[src/include/gss_pkg.sv]
// shared constants and types for the gauge status spi output path
// assumes one 10 MHz system clock; spi pins are sampled synchronously
package gss_pkg;
   localparam int WORD_BITS = 16;           // spi word length
   localparam int CNT_BITS = 16;            // received bit counter width
   localparam logic [3:0] SEL_RESET = 4'h0; // device status after reset
   // select field decode positions within the received word
   localparam int SEL_HI = 11;
   localparam int SEL_LO = 8;
   // device status bit positions
   localparam int B_HEAD1 = 15;
   localparam int B_HEAD0 = 14;
   localparam int B_ZS1 = 13;
   localparam int B_ZS0 = 12;
   localparam int B_TP1 = 11;
   localparam int B_TP0 = 10;
   localparam int B_OV = 9;
   localparam int B_UV = 8;
   localparam int B_CAL = 7;
   localparam int B_ANY = 6;
   localparam int B_POSITION_CHANGED_G1 = 5;
   localparam int B_POSITION_CHANGED_G0 = 4;
   localparam int B_HOME1 = 3;
   localparam int B_HOME0 = 2;
   localparam int B_OT1 = 1;
   localparam int B_OT0 = 0;
   // status word kinds
   typedef enum logic [2:0] {
      GSS_DEVICE, GSS_ACCUM, GSS_POS0, GSS_POS1, GSS_VEL
   } gss_kind_t;
   // map the four-bit select field onto a status kind
   function automatic gss_kind_t gss_decode(input logic [3:0] sel);
      gss_kind_t k;
      k = GSS_DEVICE;
      if (!sel[3]) k = GSS_DEVICE;
      else if (!sel[2]) k = GSS_ACCUM;
      else if (!sel[1]) k = sel[0] ? GSS_POS1 : GSS_POS0;
      else k = GSS_VEL;
      return k;
   endfunction
endpackage

[src/design/gss_fault_hold.sv]
// one sticky fault flag: set by hardware, cleared by a valid status read
// assumes set and clear are single-cycle qualified levels of sys_clk
module gss_fault_hold
   import gss_pkg::*;
(
   input wire logic sys_clk,
   input wire logic rst_n,
   input wire logic set_in,
   input wire logic clr_in,
   output logic flag
);
   typedef struct packed {
      logic f;
   } gss_fh_t;
   gss_fh_t s_q, s_d;
   // set wins over a simultaneous clear so no event is lost
   always_comb begin
      s_d = s_q;
      if (clr_in) s_d.f = 1'b0;
      if (set_in) s_d.f = 1'b1;
   end
   // register state
   always_ff @(posedge sys_clk) begin
      if (!rst_n) s_q <= '0;
      else s_q <= s_d;
   end
   assign flag = s_q.f;
endmodule

[src/design/gss_edge.sv]
// rise and fall detector for a synchronous pin level
// assumes the pin is already synchronous to sys_clk
module gss_edge
   import gss_pkg::*;
(
   input wire logic sys_clk,
   input wire logic rst_n,
   input wire logic pin,
   output logic rise,
   output logic fall
);
   typedef struct packed {
      logic prev;
   } gss_ed_t;
   gss_ed_t s_q, s_d;
   // remember last level; idle high
   always_comb begin
      s_d.prev = pin;
   end
   always_ff @(posedge sys_clk) begin
      if (!rst_n) s_q <= '{prev: 1'b1};
      else s_q <= s_d;
   end
   assign rise = pin & ~s_q.prev;
   assign fall = ~pin & s_q.prev;
endmodule

[src/design/gss_status_spi.sv]
// spi slave readback path: status select, shift out, length check
// assumes cs_n, sclk, si synchronous to sys_clk; spi mode 0
// (data changes after falling sclk, sampled on rising sclk)
module gss_status_spi
   import gss_pkg::*;
(
   input wire logic sys_clk,
   input wire logic rst_n,
   input wire logic cs_n,
   input wire logic sclk,
   input wire logic si,
   output logic so_o,
   output logic so_oe_n,
   // live pointer and configuration state
   input wire logic heading_g1,
   input wire logic heading_g0,
   input wire logic zero_side_g1,
   input wire logic zero_side_g0,
   input wire logic target_pending_g1,
   input wire logic target_pending_g0,
   input wire logic homing_active_g1,
   input wire logic homing_active_g0,
   input wire logic clk_cal_bad,
   input wire logic [15:0] accum_word,
   input wire logic [15:0] pos_word_g0,
   input wire logic [15:0] pos_word_g1,
   input wire logic [15:0] vel_word,
   // fault events
   input wire logic supply_high_evt,
   input wire logic supply_low_evt,
   input wire logic supply_deep_low,
   input wire logic thermal_evt_g1,
   input wire logic thermal_evt_g0,
   input wire logic position_step_g1,
   input wire logic position_step_g0,
   input wire logic enable_g1_evt,
   input wire logic enable_g0_evt,
   // outputs toward the rest of the device
   output logic drivers_off,
   output logic motion_reset,
   output logic msg_valid,
   output logic [15:0] msg_word,
   output logic [3:0] status_select_field
);
   // register state of this block, apart from the fault hold and chip select edge instances
   typedef struct packed {
      logic [15:0] shreg;      // outgoing shift register
      logic [15:0] rxw;        // last 16 received bits
      logic [CNT_BITS-1:0] nbits; // bits received this frame
      logic sclk_p;            // previous sclk
      logic in_frame;          // chip select active
      logic dev_sel_frame;     // frame began with device word selected
      logic so;                // so data
      logic oe_n;              // so enable, low drives
      logic [3:0] sel;         // status_select_field
      logic drv_off;           // driver disable
      logic mreset;            // motion reset
      logic mvalid;            // message accepted pulse
      logic [15:0] mword;      // accepted word
      logic [1:0] ot;          // thermal trip latches
   } gss_st_t;
   gss_st_t s_q, s_d;
   logic cs_rise, cs_fall;       // chip select edges
   logic f_ov, f_uv, f_any;      // held supply flags
   logic f_mv1, f_mv0;           // held movement flags
   logic clr_faults;             // valid read of device word
   logic len_ok;                 // message length valid
   logic [15:0] dev_word;        // assembled device status
   logic [15:0] sel_word;        // currently selected word
   logic sclk_rise, sclk_fall;   // serial clock edges

   // chip select edge detection
   gss_edge u_cs (
      .sys_clk(sys_clk),
      .rst_n(rst_n),
      .pin(cs_n),
      .rise(cs_rise),
      .fall(cs_fall)
   );

   // length nonzero and a whole multiple of the word size
   assign len_ok = (s_q.nbits != '0) &&
      (s_q.nbits[3:0] == 4'h0);
   // faults drop only after a valid frame that read the device word
   assign clr_faults = cs_rise && len_ok && s_q.dev_sel_frame;
   assign sclk_rise = sclk & ~s_q.sclk_p;
   assign sclk_fall = ~sclk & s_q.sclk_p;

   // held since-last-device-read flags
   gss_fault_hold u_ov (
      .sys_clk(sys_clk),
      .rst_n(rst_n),
      .set_in(supply_high_evt),
      .clr_in(clr_faults),
      .flag(f_ov)
   );
   gss_fault_hold u_uv (
      .sys_clk(sys_clk),
      .rst_n(rst_n),
      .set_in(supply_low_evt),
      .clr_in(clr_faults),
      .flag(f_uv)
   );
   gss_fault_hold u_any (
      .sys_clk(sys_clk),
      .rst_n(rst_n),
      .set_in(supply_high_evt | supply_low_evt),
      .clr_in(clr_faults),
      .flag(f_any)
   );
   gss_fault_hold u_mv1 (
      .sys_clk(sys_clk),
      .rst_n(rst_n),
      .set_in(position_step_g1),
      .clr_in(clr_faults),
      .flag(f_mv1)
   );
   gss_fault_hold u_mv0 (
      .sys_clk(sys_clk),
      .rst_n(rst_n),
      .set_in(position_step_g0),
      .clr_in(clr_faults),
      .flag(f_mv0)
   );

   // assemble the device status word from live and held state
   always_comb begin
      dev_word = '0;
      dev_word[B_HEAD1] = heading_g1;
      dev_word[B_HEAD0] = heading_g0;
      dev_word[B_ZS1] = zero_side_g1;
      dev_word[B_ZS0] = zero_side_g0;
      dev_word[B_TP1] = target_pending_g1;
      dev_word[B_TP0] = target_pending_g0;
      dev_word[B_OV] = f_ov;
      dev_word[B_UV] = f_uv;
      dev_word[B_CAL] = clk_cal_bad;
      dev_word[B_ANY] = f_any;
      dev_word[B_POSITION_CHANGED_G1] = f_mv1;
      dev_word[B_POSITION_CHANGED_G0] = f_mv0;
      dev_word[B_HOME1] = homing_active_g1;
      dev_word[B_HOME0] = homing_active_g0;
      dev_word[B_OT1] = s_q.ot[1];
      dev_word[B_OT0] = s_q.ot[0];
   end

   // pick the status word by the held select field
   always_comb begin
      case (gss_decode(s_q.sel))
         GSS_DEVICE: sel_word = dev_word;
         GSS_ACCUM: sel_word = accum_word;
         GSS_POS0: sel_word = pos_word_g0;
         GSS_POS1: sel_word = pos_word_g1;
         GSS_VEL: sel_word = vel_word;
         default: sel_word = dev_word;
      endcase
   end

   // frame sequencing, shifting and message acceptance
   always_comb begin
      s_d = s_q;
      s_d.sclk_p = sclk;
      s_d.mvalid = 1'b0;
      // thermal trip holds until the gauge is enabled again
      if (enable_g1_evt) s_d.ot[1] = 1'b0;
      if (enable_g0_evt) s_d.ot[0] = 1'b0;
      if (thermal_evt_g1) s_d.ot[1] = 1'b1;
      if (thermal_evt_g0) s_d.ot[0] = 1'b1;
      // overvoltage kills drivers; deep undervoltage also resets motion
      s_d.drv_off = f_ov | supply_high_evt | supply_deep_low;
      s_d.mreset = supply_deep_low;
      if (cs_fall) begin
         // load selected word and present its msb
         s_d.in_frame = 1'b1;
         // keep the whole word: the first rise shifts bit 15 out of the
         // top, so the first fall presents bit 14, and after sixteen
         // rises only received bits remain for the echo
         s_d.shreg = sel_word;
         s_d.so = sel_word[15];
         s_d.oe_n = 1'b0;
         s_d.nbits = '0;
         s_d.dev_sel_frame = (gss_decode(s_q.sel) == GSS_DEVICE);
      end else if (cs_rise) begin
         // release so; accept only whole words
         s_d.in_frame = 1'b0;
         s_d.oe_n = 1'b1;
         s_d.so = 1'b0;
         if (len_ok) begin
            s_d.mvalid = 1'b1;
            s_d.mword = s_q.rxw;
            s_d.sel = s_q.rxw[SEL_HI:SEL_LO];
         end
      end else if (s_q.in_frame && !cs_n) begin
         if (sclk_rise) begin
            // sample si into both the receive word and the echo path
            s_d.rxw = {s_q.rxw[14:0], si};
            s_d.shreg = {s_q.shreg[14:0], si};
            if (s_q.nbits != '1) s_d.nbits = s_q.nbits + 1'b1;
         end else if (sclk_fall) begin
            s_d.so = s_q.shreg[15];
         end
      end
   end

   // register all of s_q; the instances register their own state
   always_ff @(posedge sys_clk) begin
      if (!rst_n) begin
         s_q <= '0;
         s_q.oe_n <= 1'b1;
         s_q.sclk_p <= 1'b0;
         s_q.sel <= SEL_RESET;
      end else begin
         s_q <= s_d;
      end
   end

   // outputs straight from flip-flops
   assign so_o = s_q.so;
   assign so_oe_n = s_q.oe_n;
   assign drivers_off = s_q.drv_off;
   assign motion_reset = s_q.mreset;
   assign msg_valid = s_q.mvalid;
   assign msg_word = s_q.mword;
   assign status_select_field = s_q.sel;
endmodule

[config.mk]
export PLATFORM = sky130hd
export DESIGN_NAME = gss_status_spi
export DESIGN_NICKNAME = d
export VERILOG_FILES = /design/src/include/gss_pkg.sv /design/src/design/gss_fault_hold.sv /design/src/design/gss_edge.sv /design/src/design/gss_status_spi.sv
export SDC_FILE = /design/constraint.sdc
export NUM_CORES = 1
export LEC_CHECK = 0
export BUFFER_PORTS_ARGS = -buffer_cell sky130_fd_sc_hd__buf_2
export CAP_MARGIN = 20
export CORE_MARGIN = 4
export CORE_UTILIZATION = 47
export CTS_BUF_LIST = sky130_fd_sc_hd__clkbuf_16
export DETAILED_ROUTE_END_ITERATION = 8
export GPL_TIMING_DRIVEN = 0
export PLACE_DENSITY = 0.76
export SLEW_MARGIN = 20
export SYNTH_ARGS = -nofsm -noshare
export SYNTH_HDL_FRONTEND = slang
export SYNTH_SLANG_ARGS = --single-unit
[constraint.sdc]
create_clock -name sys_clk -period 1.8 [get_ports sys_clk]
set_clock_uncertainty 0.05 [all_clocks]
set_input_delay 0.36 -clock sys_clk [delete_from_list [all_inputs] [get_ports sys_clk]]
set_output_delay 0.36 -clock sys_clk [all_outputs]
set_load 0.1 [all_outputs]
; ---- Word level (Yosys, flattened, before mapping)
; Cells that the tools add are included.
[classes]
add_sub_neg = 1
eq_ne = 7
mux = 31
bitwise = 14
reduce_logical = 27
[op_table]
columns = op, n
row1 = 48-bit 2-to-1 mux, 3
row2 = 16-bit one-hot mux with 4 select lines, 1
row3 = 16-bit 2-to-1 mux, 2
row4 = 2-bit nonzero test, 10
row5 = 1-bit 2-to-1 mux, 17
row6 = 17-bit 2-to-1 mux, 1
row7 = 16-bit by 1-bit adder with 16-bit output (second input constant), 1
row8 = 16-bit inequality test (second input constant), 1
row9 = 16-bit nonzero test, 1
row10 = 3-bit 2-to-1 mux, 4
row11 = 3-bit AND reduction, 3
row12 = 4-bit AND reduction, 2
row13 = 1-bit NOT, 7
row14 = 3-bit by 2-bit == test with 1-bit output (second input constant), 2
row15 = 3-bit nonzero test, 2
row16 = 5-bit 2-to-1 mux, 1
row17 = 1-bit bitwise AND, 4
row18 = 1-bit logical AND, 4
row19 = 4-bit logical NOT, 1
row20 = 4-bit 2-to-1 mux, 1
row21 = 3-bit by 1-bit == test with 1-bit output (second input constant), 1
row22 = 3-bit == test (second input constant), 1
row23 = 3-bit logical NOT, 1
row24 = 3-bit inequality test (second input constant), 1
row25 = other kinds (6), 8
[word_totals]
register_bits = 84
in_bits = 87
output_inout_bits = 25
wordCells = 101

; ---- Longest topological paths before layout
[logic_depth]
depth_word = 7
ltp_mapped = 8
mapped_depth_nobuf = 6

; ---- Modules after synthesis
; A second synthesis with hierarchy kept.
[hier_totals]
hier_cells = 460
area_unflattened_um2 = 4101.4
[by_module_without_submodules]
columns = mod, n_inst, cells_each, area_each_um2
row1 = gss_status_spi, 1, 441, 3856.2
row2 = gss_fault_hold, 5, 3, 41.3
row3 = gss_edge, 1, 4, 38.8

; ---- Least setup slack after synthesis
; No wires, ideal clock.
[synth_timing]
path_kind = input-to-reg
start = in cs_n
end = reg s_q[43] (netlist bit)
setup_ps = 70
arrival_time_ps = 1635
required_ps = 1680
setup_slack_ps = 44
path_stages = 6
path_cell_list = ha_1 > clkbuf_1 > inv_1 > nand4_2 > or4_1 > a21oi_1
[synth_via]
elab_chain_cells = 3
[synth_lines]
columns = element, line_no
row1 = from (decl), gss_status_spi.sv:9  ; input wire logic cs_n,
row2 = "1-bit bitwise AND, or another cell as far along", gss_edge.sv:24  ; assign rise = pin & ~s_q.prev;
row3 = "1-bit NOT (no source line), or another cell as far along", --
row4 = 4-bit AND reduction (no source line) or 2-bit OR reduction (tied branches), --
row5 = to (decl), gss_status_spi.sv:62  ; gss_st_t s_q, s_d;
; Parallel ways exist; a longest one is shown, timed or not.
; A chain may end at the register's enable or synchronous reset.

; ---- Final worst setup path
[layout_timing]
start = reg s_q[42] (netlist bit)
end = reg s_q[34] (netlist bit)
[layout_via]
elab_chain_cells = 2
[layout_lines]
columns = element, line_no
row1 = 16-bit inequality test, gss_status_spi.sv:198  ; if (s_q.nbits != '1) s_d.nbits = s_q.nbits + 1'b1;
row2 = 4-bit AND reduction (no source line), --
; No other way between the ends.

==> summary.txt <==
Cells and area
  • Core Util, Final: 63.1%
  • Layout area overhead: 28.9%
  • Final nets: 713
  • Share of cells above drive strength 1: 31.9%
  • # diodes: 0

Timing
  • Final setup violation count: 0
  • Slew HR: 61.8%
  • Fin crit share: 96.5%
  • Final hold violations: 0
  • F_max: 576 MHz
  • Min cycle time layout: 1.74 ns
  • Worst setup margin: 0.0626 ns
  • Worst-Margin Slew: 0.567 ns
  • Pins over their slew limit: 0

Global routing
  • First-pass GRT wire length: 18.4 mm
  • Grt total ovfl: 0
  • Pin count of the biggest net entering global routing: 15
  • Antenna violations before repair: 0
  • Vias in the first global route: 3951
  • Total GRT Usage: 22.5%

Yosys
  • Synth cell count leaders: dfxtp_1, nand2_1, a21oi_1
  • Top post-synthesis cells by area: dfxtp_1, a21oi_1, nand2_1, o21ai_0, mux2i_1
  • #FFs+latches synth: 80
  • Most used flip-flop cell after synthesis: dfxtp_1
  • Top-count cell post-synth: dfxtp_1
  • Seq/Total Area, Yosys: 39.4%
  • Syn Area/Cell: 8.09 sq um
  • Post-synth cell types: 46
  • Mapped Cells: 502
  • Yosys top cell area share: 39.4%
  • EDFF count, synth: 0
  • Post-Syn Area: 4060 sq um
  • FFs w/ async S/R, synth: 0%
  • Yosys warns: 0
  • Synth area leader: dfxtp_1
  • Synth Net Count: 593

Setup path
  • Crit path launch type: flip-flop
  • Crit end category: flip-flop
  • Worst EP arrival: 1.91 ns
  • CP Max Fanout: 7
  • Worst R2R Setup Slack: 0.06 ns
  • Critical setup path kind: flip-flop to flip-flop
  • Worst EP required: 1.97 ns

Detailed routing
  • Routed via count: 4181
  • DRT antenna net count: 0
  • Routed length per placed instance: 15.9 um
  • Wirelength, routed: 11.6 mm
  • Post-route DRC violation count: 0
  • Vias/cell: 5.71
  • Met1 Wirelength: 4.73 mm
  • Top Metal Used: met4
  • Drt pass-1 iters: 5
  • Met3 Routed Length: 922 um
  • Met2 wire length: 5.69 mm
  • Initial DRC count: 225

Place
  • Routability-driven placement congestion ratio: 0.915
  • Pre-CTS setup slack: -0.487 ns
  • Post-DP HPWL: 8.62 mm
  • IO buf count: 110

Clock network
  • Worst-path clk slew: 0.06 ns
  • CTS Root Cell: clkbuf_16
  • TritonCTS clock tree: yes
  • Worst-skew pair later-pin latency: 0.33 ns
  • H-tree Lvls: 3
  • Cts bufs inserted: 9
  • CTS Sinks: 80
  • CTS Buffer Depth: 2

Floorplanning
  • Core area: 8300 sq um
  • I/O pins: 112
  • Die Wd: 101 um
  • Height of the die: 101 um
  • Die ar.: 10200 sq um
  • Cell Rows: 33
  • Initial core utilization: 48.9%

Power
  • Total power per unit cell area: 801 nW/um^2
  • Leak pwr: 2.04 nW
  • Peak supply drop: 0.597 mV

Status
  • Outcome: complete, no violations

Hold path
  • Worst min-delay path category: primary input to flip-flop

Job
  • Max-cap violations: 0
kinds of logic (layout without fill, tap and decap cells):
group	Yosys count	count (layout)	synth area share, %
compound gates	160	160	24.4
fa+ha+maj	4	4	1.23
buf+inv	71	196	8.78
flops	80	80	39.4
mux	20	20	5.02
simple gates	167	167	21.1
routing by layer:
metal  vias to the layer above  GRT usage (%)
met1                      1924           26.8
met2                       173           39.7
li1                       2057              -
met3                        27           3.94
met4                         0           9.10
met5                         -              0
final timing paths:
path	end	from	cells after the start
setup reg to reg	s_q[34]	s_q[42]	4
setup / recovery	s_q[34]	s_q[42]	4
hold / removal	dev_word[0]	thermal_evt_g0	3
hold reg to reg	s_q[61]	s_q[61]	2
power breakdown:
group | switching [mW] | leakage, nW | total [mW] | internal (mW)
combinational | 0.234 | 1.23 | 0.394 | 0.159
sequential | 0.0313 | 0.656 | 1.86 | 1.82
clock | 0.726 | 0.153 | 1.94 | 1.21
total | 0.992 | 2.04 | 4.19 | 3.20
worst max-delay path, cell delays in order, from the launching register on:
cell,delay (ns)
dfxtp_1,0.45
nand3_2,0.22
or4_4,0.54
o2111a_1,0.26
mux2i_1,0.11
state kept, by name, summed over array words and instances, names as in the netlist:
| register | count |
|---|---|
| msg_valid | 1 |
| u_mv1.flag | 1 |
| so_oe_n | 1 |
| motion_reset | 1 |
| s_q | 51 |
| status_select_field | 3 |
| drivers_off | 1 |
| so_o | 1 |
| u_uv.flag | 1 |
| u_any.flag | 1 |
| msg_word | 13 |
| u_mv0.flag | 1 |
| u_ov.flag | 1 |
| dev_word | 2 |
| u_cs.s_q | 1 |
cell usage in the layout, fill, tap and decap left out, types with 7 or more instances in the layout:
cell type    n
a31oi_1      7
mux2i_1     17
a21oi_1     48
a211oi_1    14
o21ai_0     40
inv_1       18
dfxtp_1     73
buf_4       29
o31ai_1      9
o221ai_1    14
clkbuf_16    9
buf_2      108
o211ai_1    16
dfxtp_2      7
nor2_1      25
clkbuf_1    14
nand2_1     61
nand3_1     22
metrics by stage:
step	setup TNS [ns]	hold WS [ns]	instance area [sq um]	total power, mW	instances
5_1_grt	-0.0951	0.188	5230	4.34	732
3_5_place_dp	-17.77	0.411	4740	2.27	717
4_1_cts	-0.0217	0.179	5120	4.21	731
6_report	0	0.184	5230	4.19	732
2_1_floorplan	0	0.387	4060	2.11	502
3_3_place_gp	-15.00	0.397	4740	2.26	717
layout make-up:
cell class                 count  area, sq um
clock buffer                   9          225
buffer                        47          290
timing repair buffer         114          591
sequential                    80         1610
tap                          105          131
fill                         719         3070
inverter                      19         73.8
clock inverter                 7         93.8
multi-input combinational    351         2220
repair_timing:
item,4_1_cts,5_1_grt
pin swaps,1,3
setup buffers,1,3
gates cloned,0,0
hold buffers,0,0
setup endpoints to repair,47,48
gates resized for setup,21,35
No activity file was read; power rests on OpenSTA's default activity.
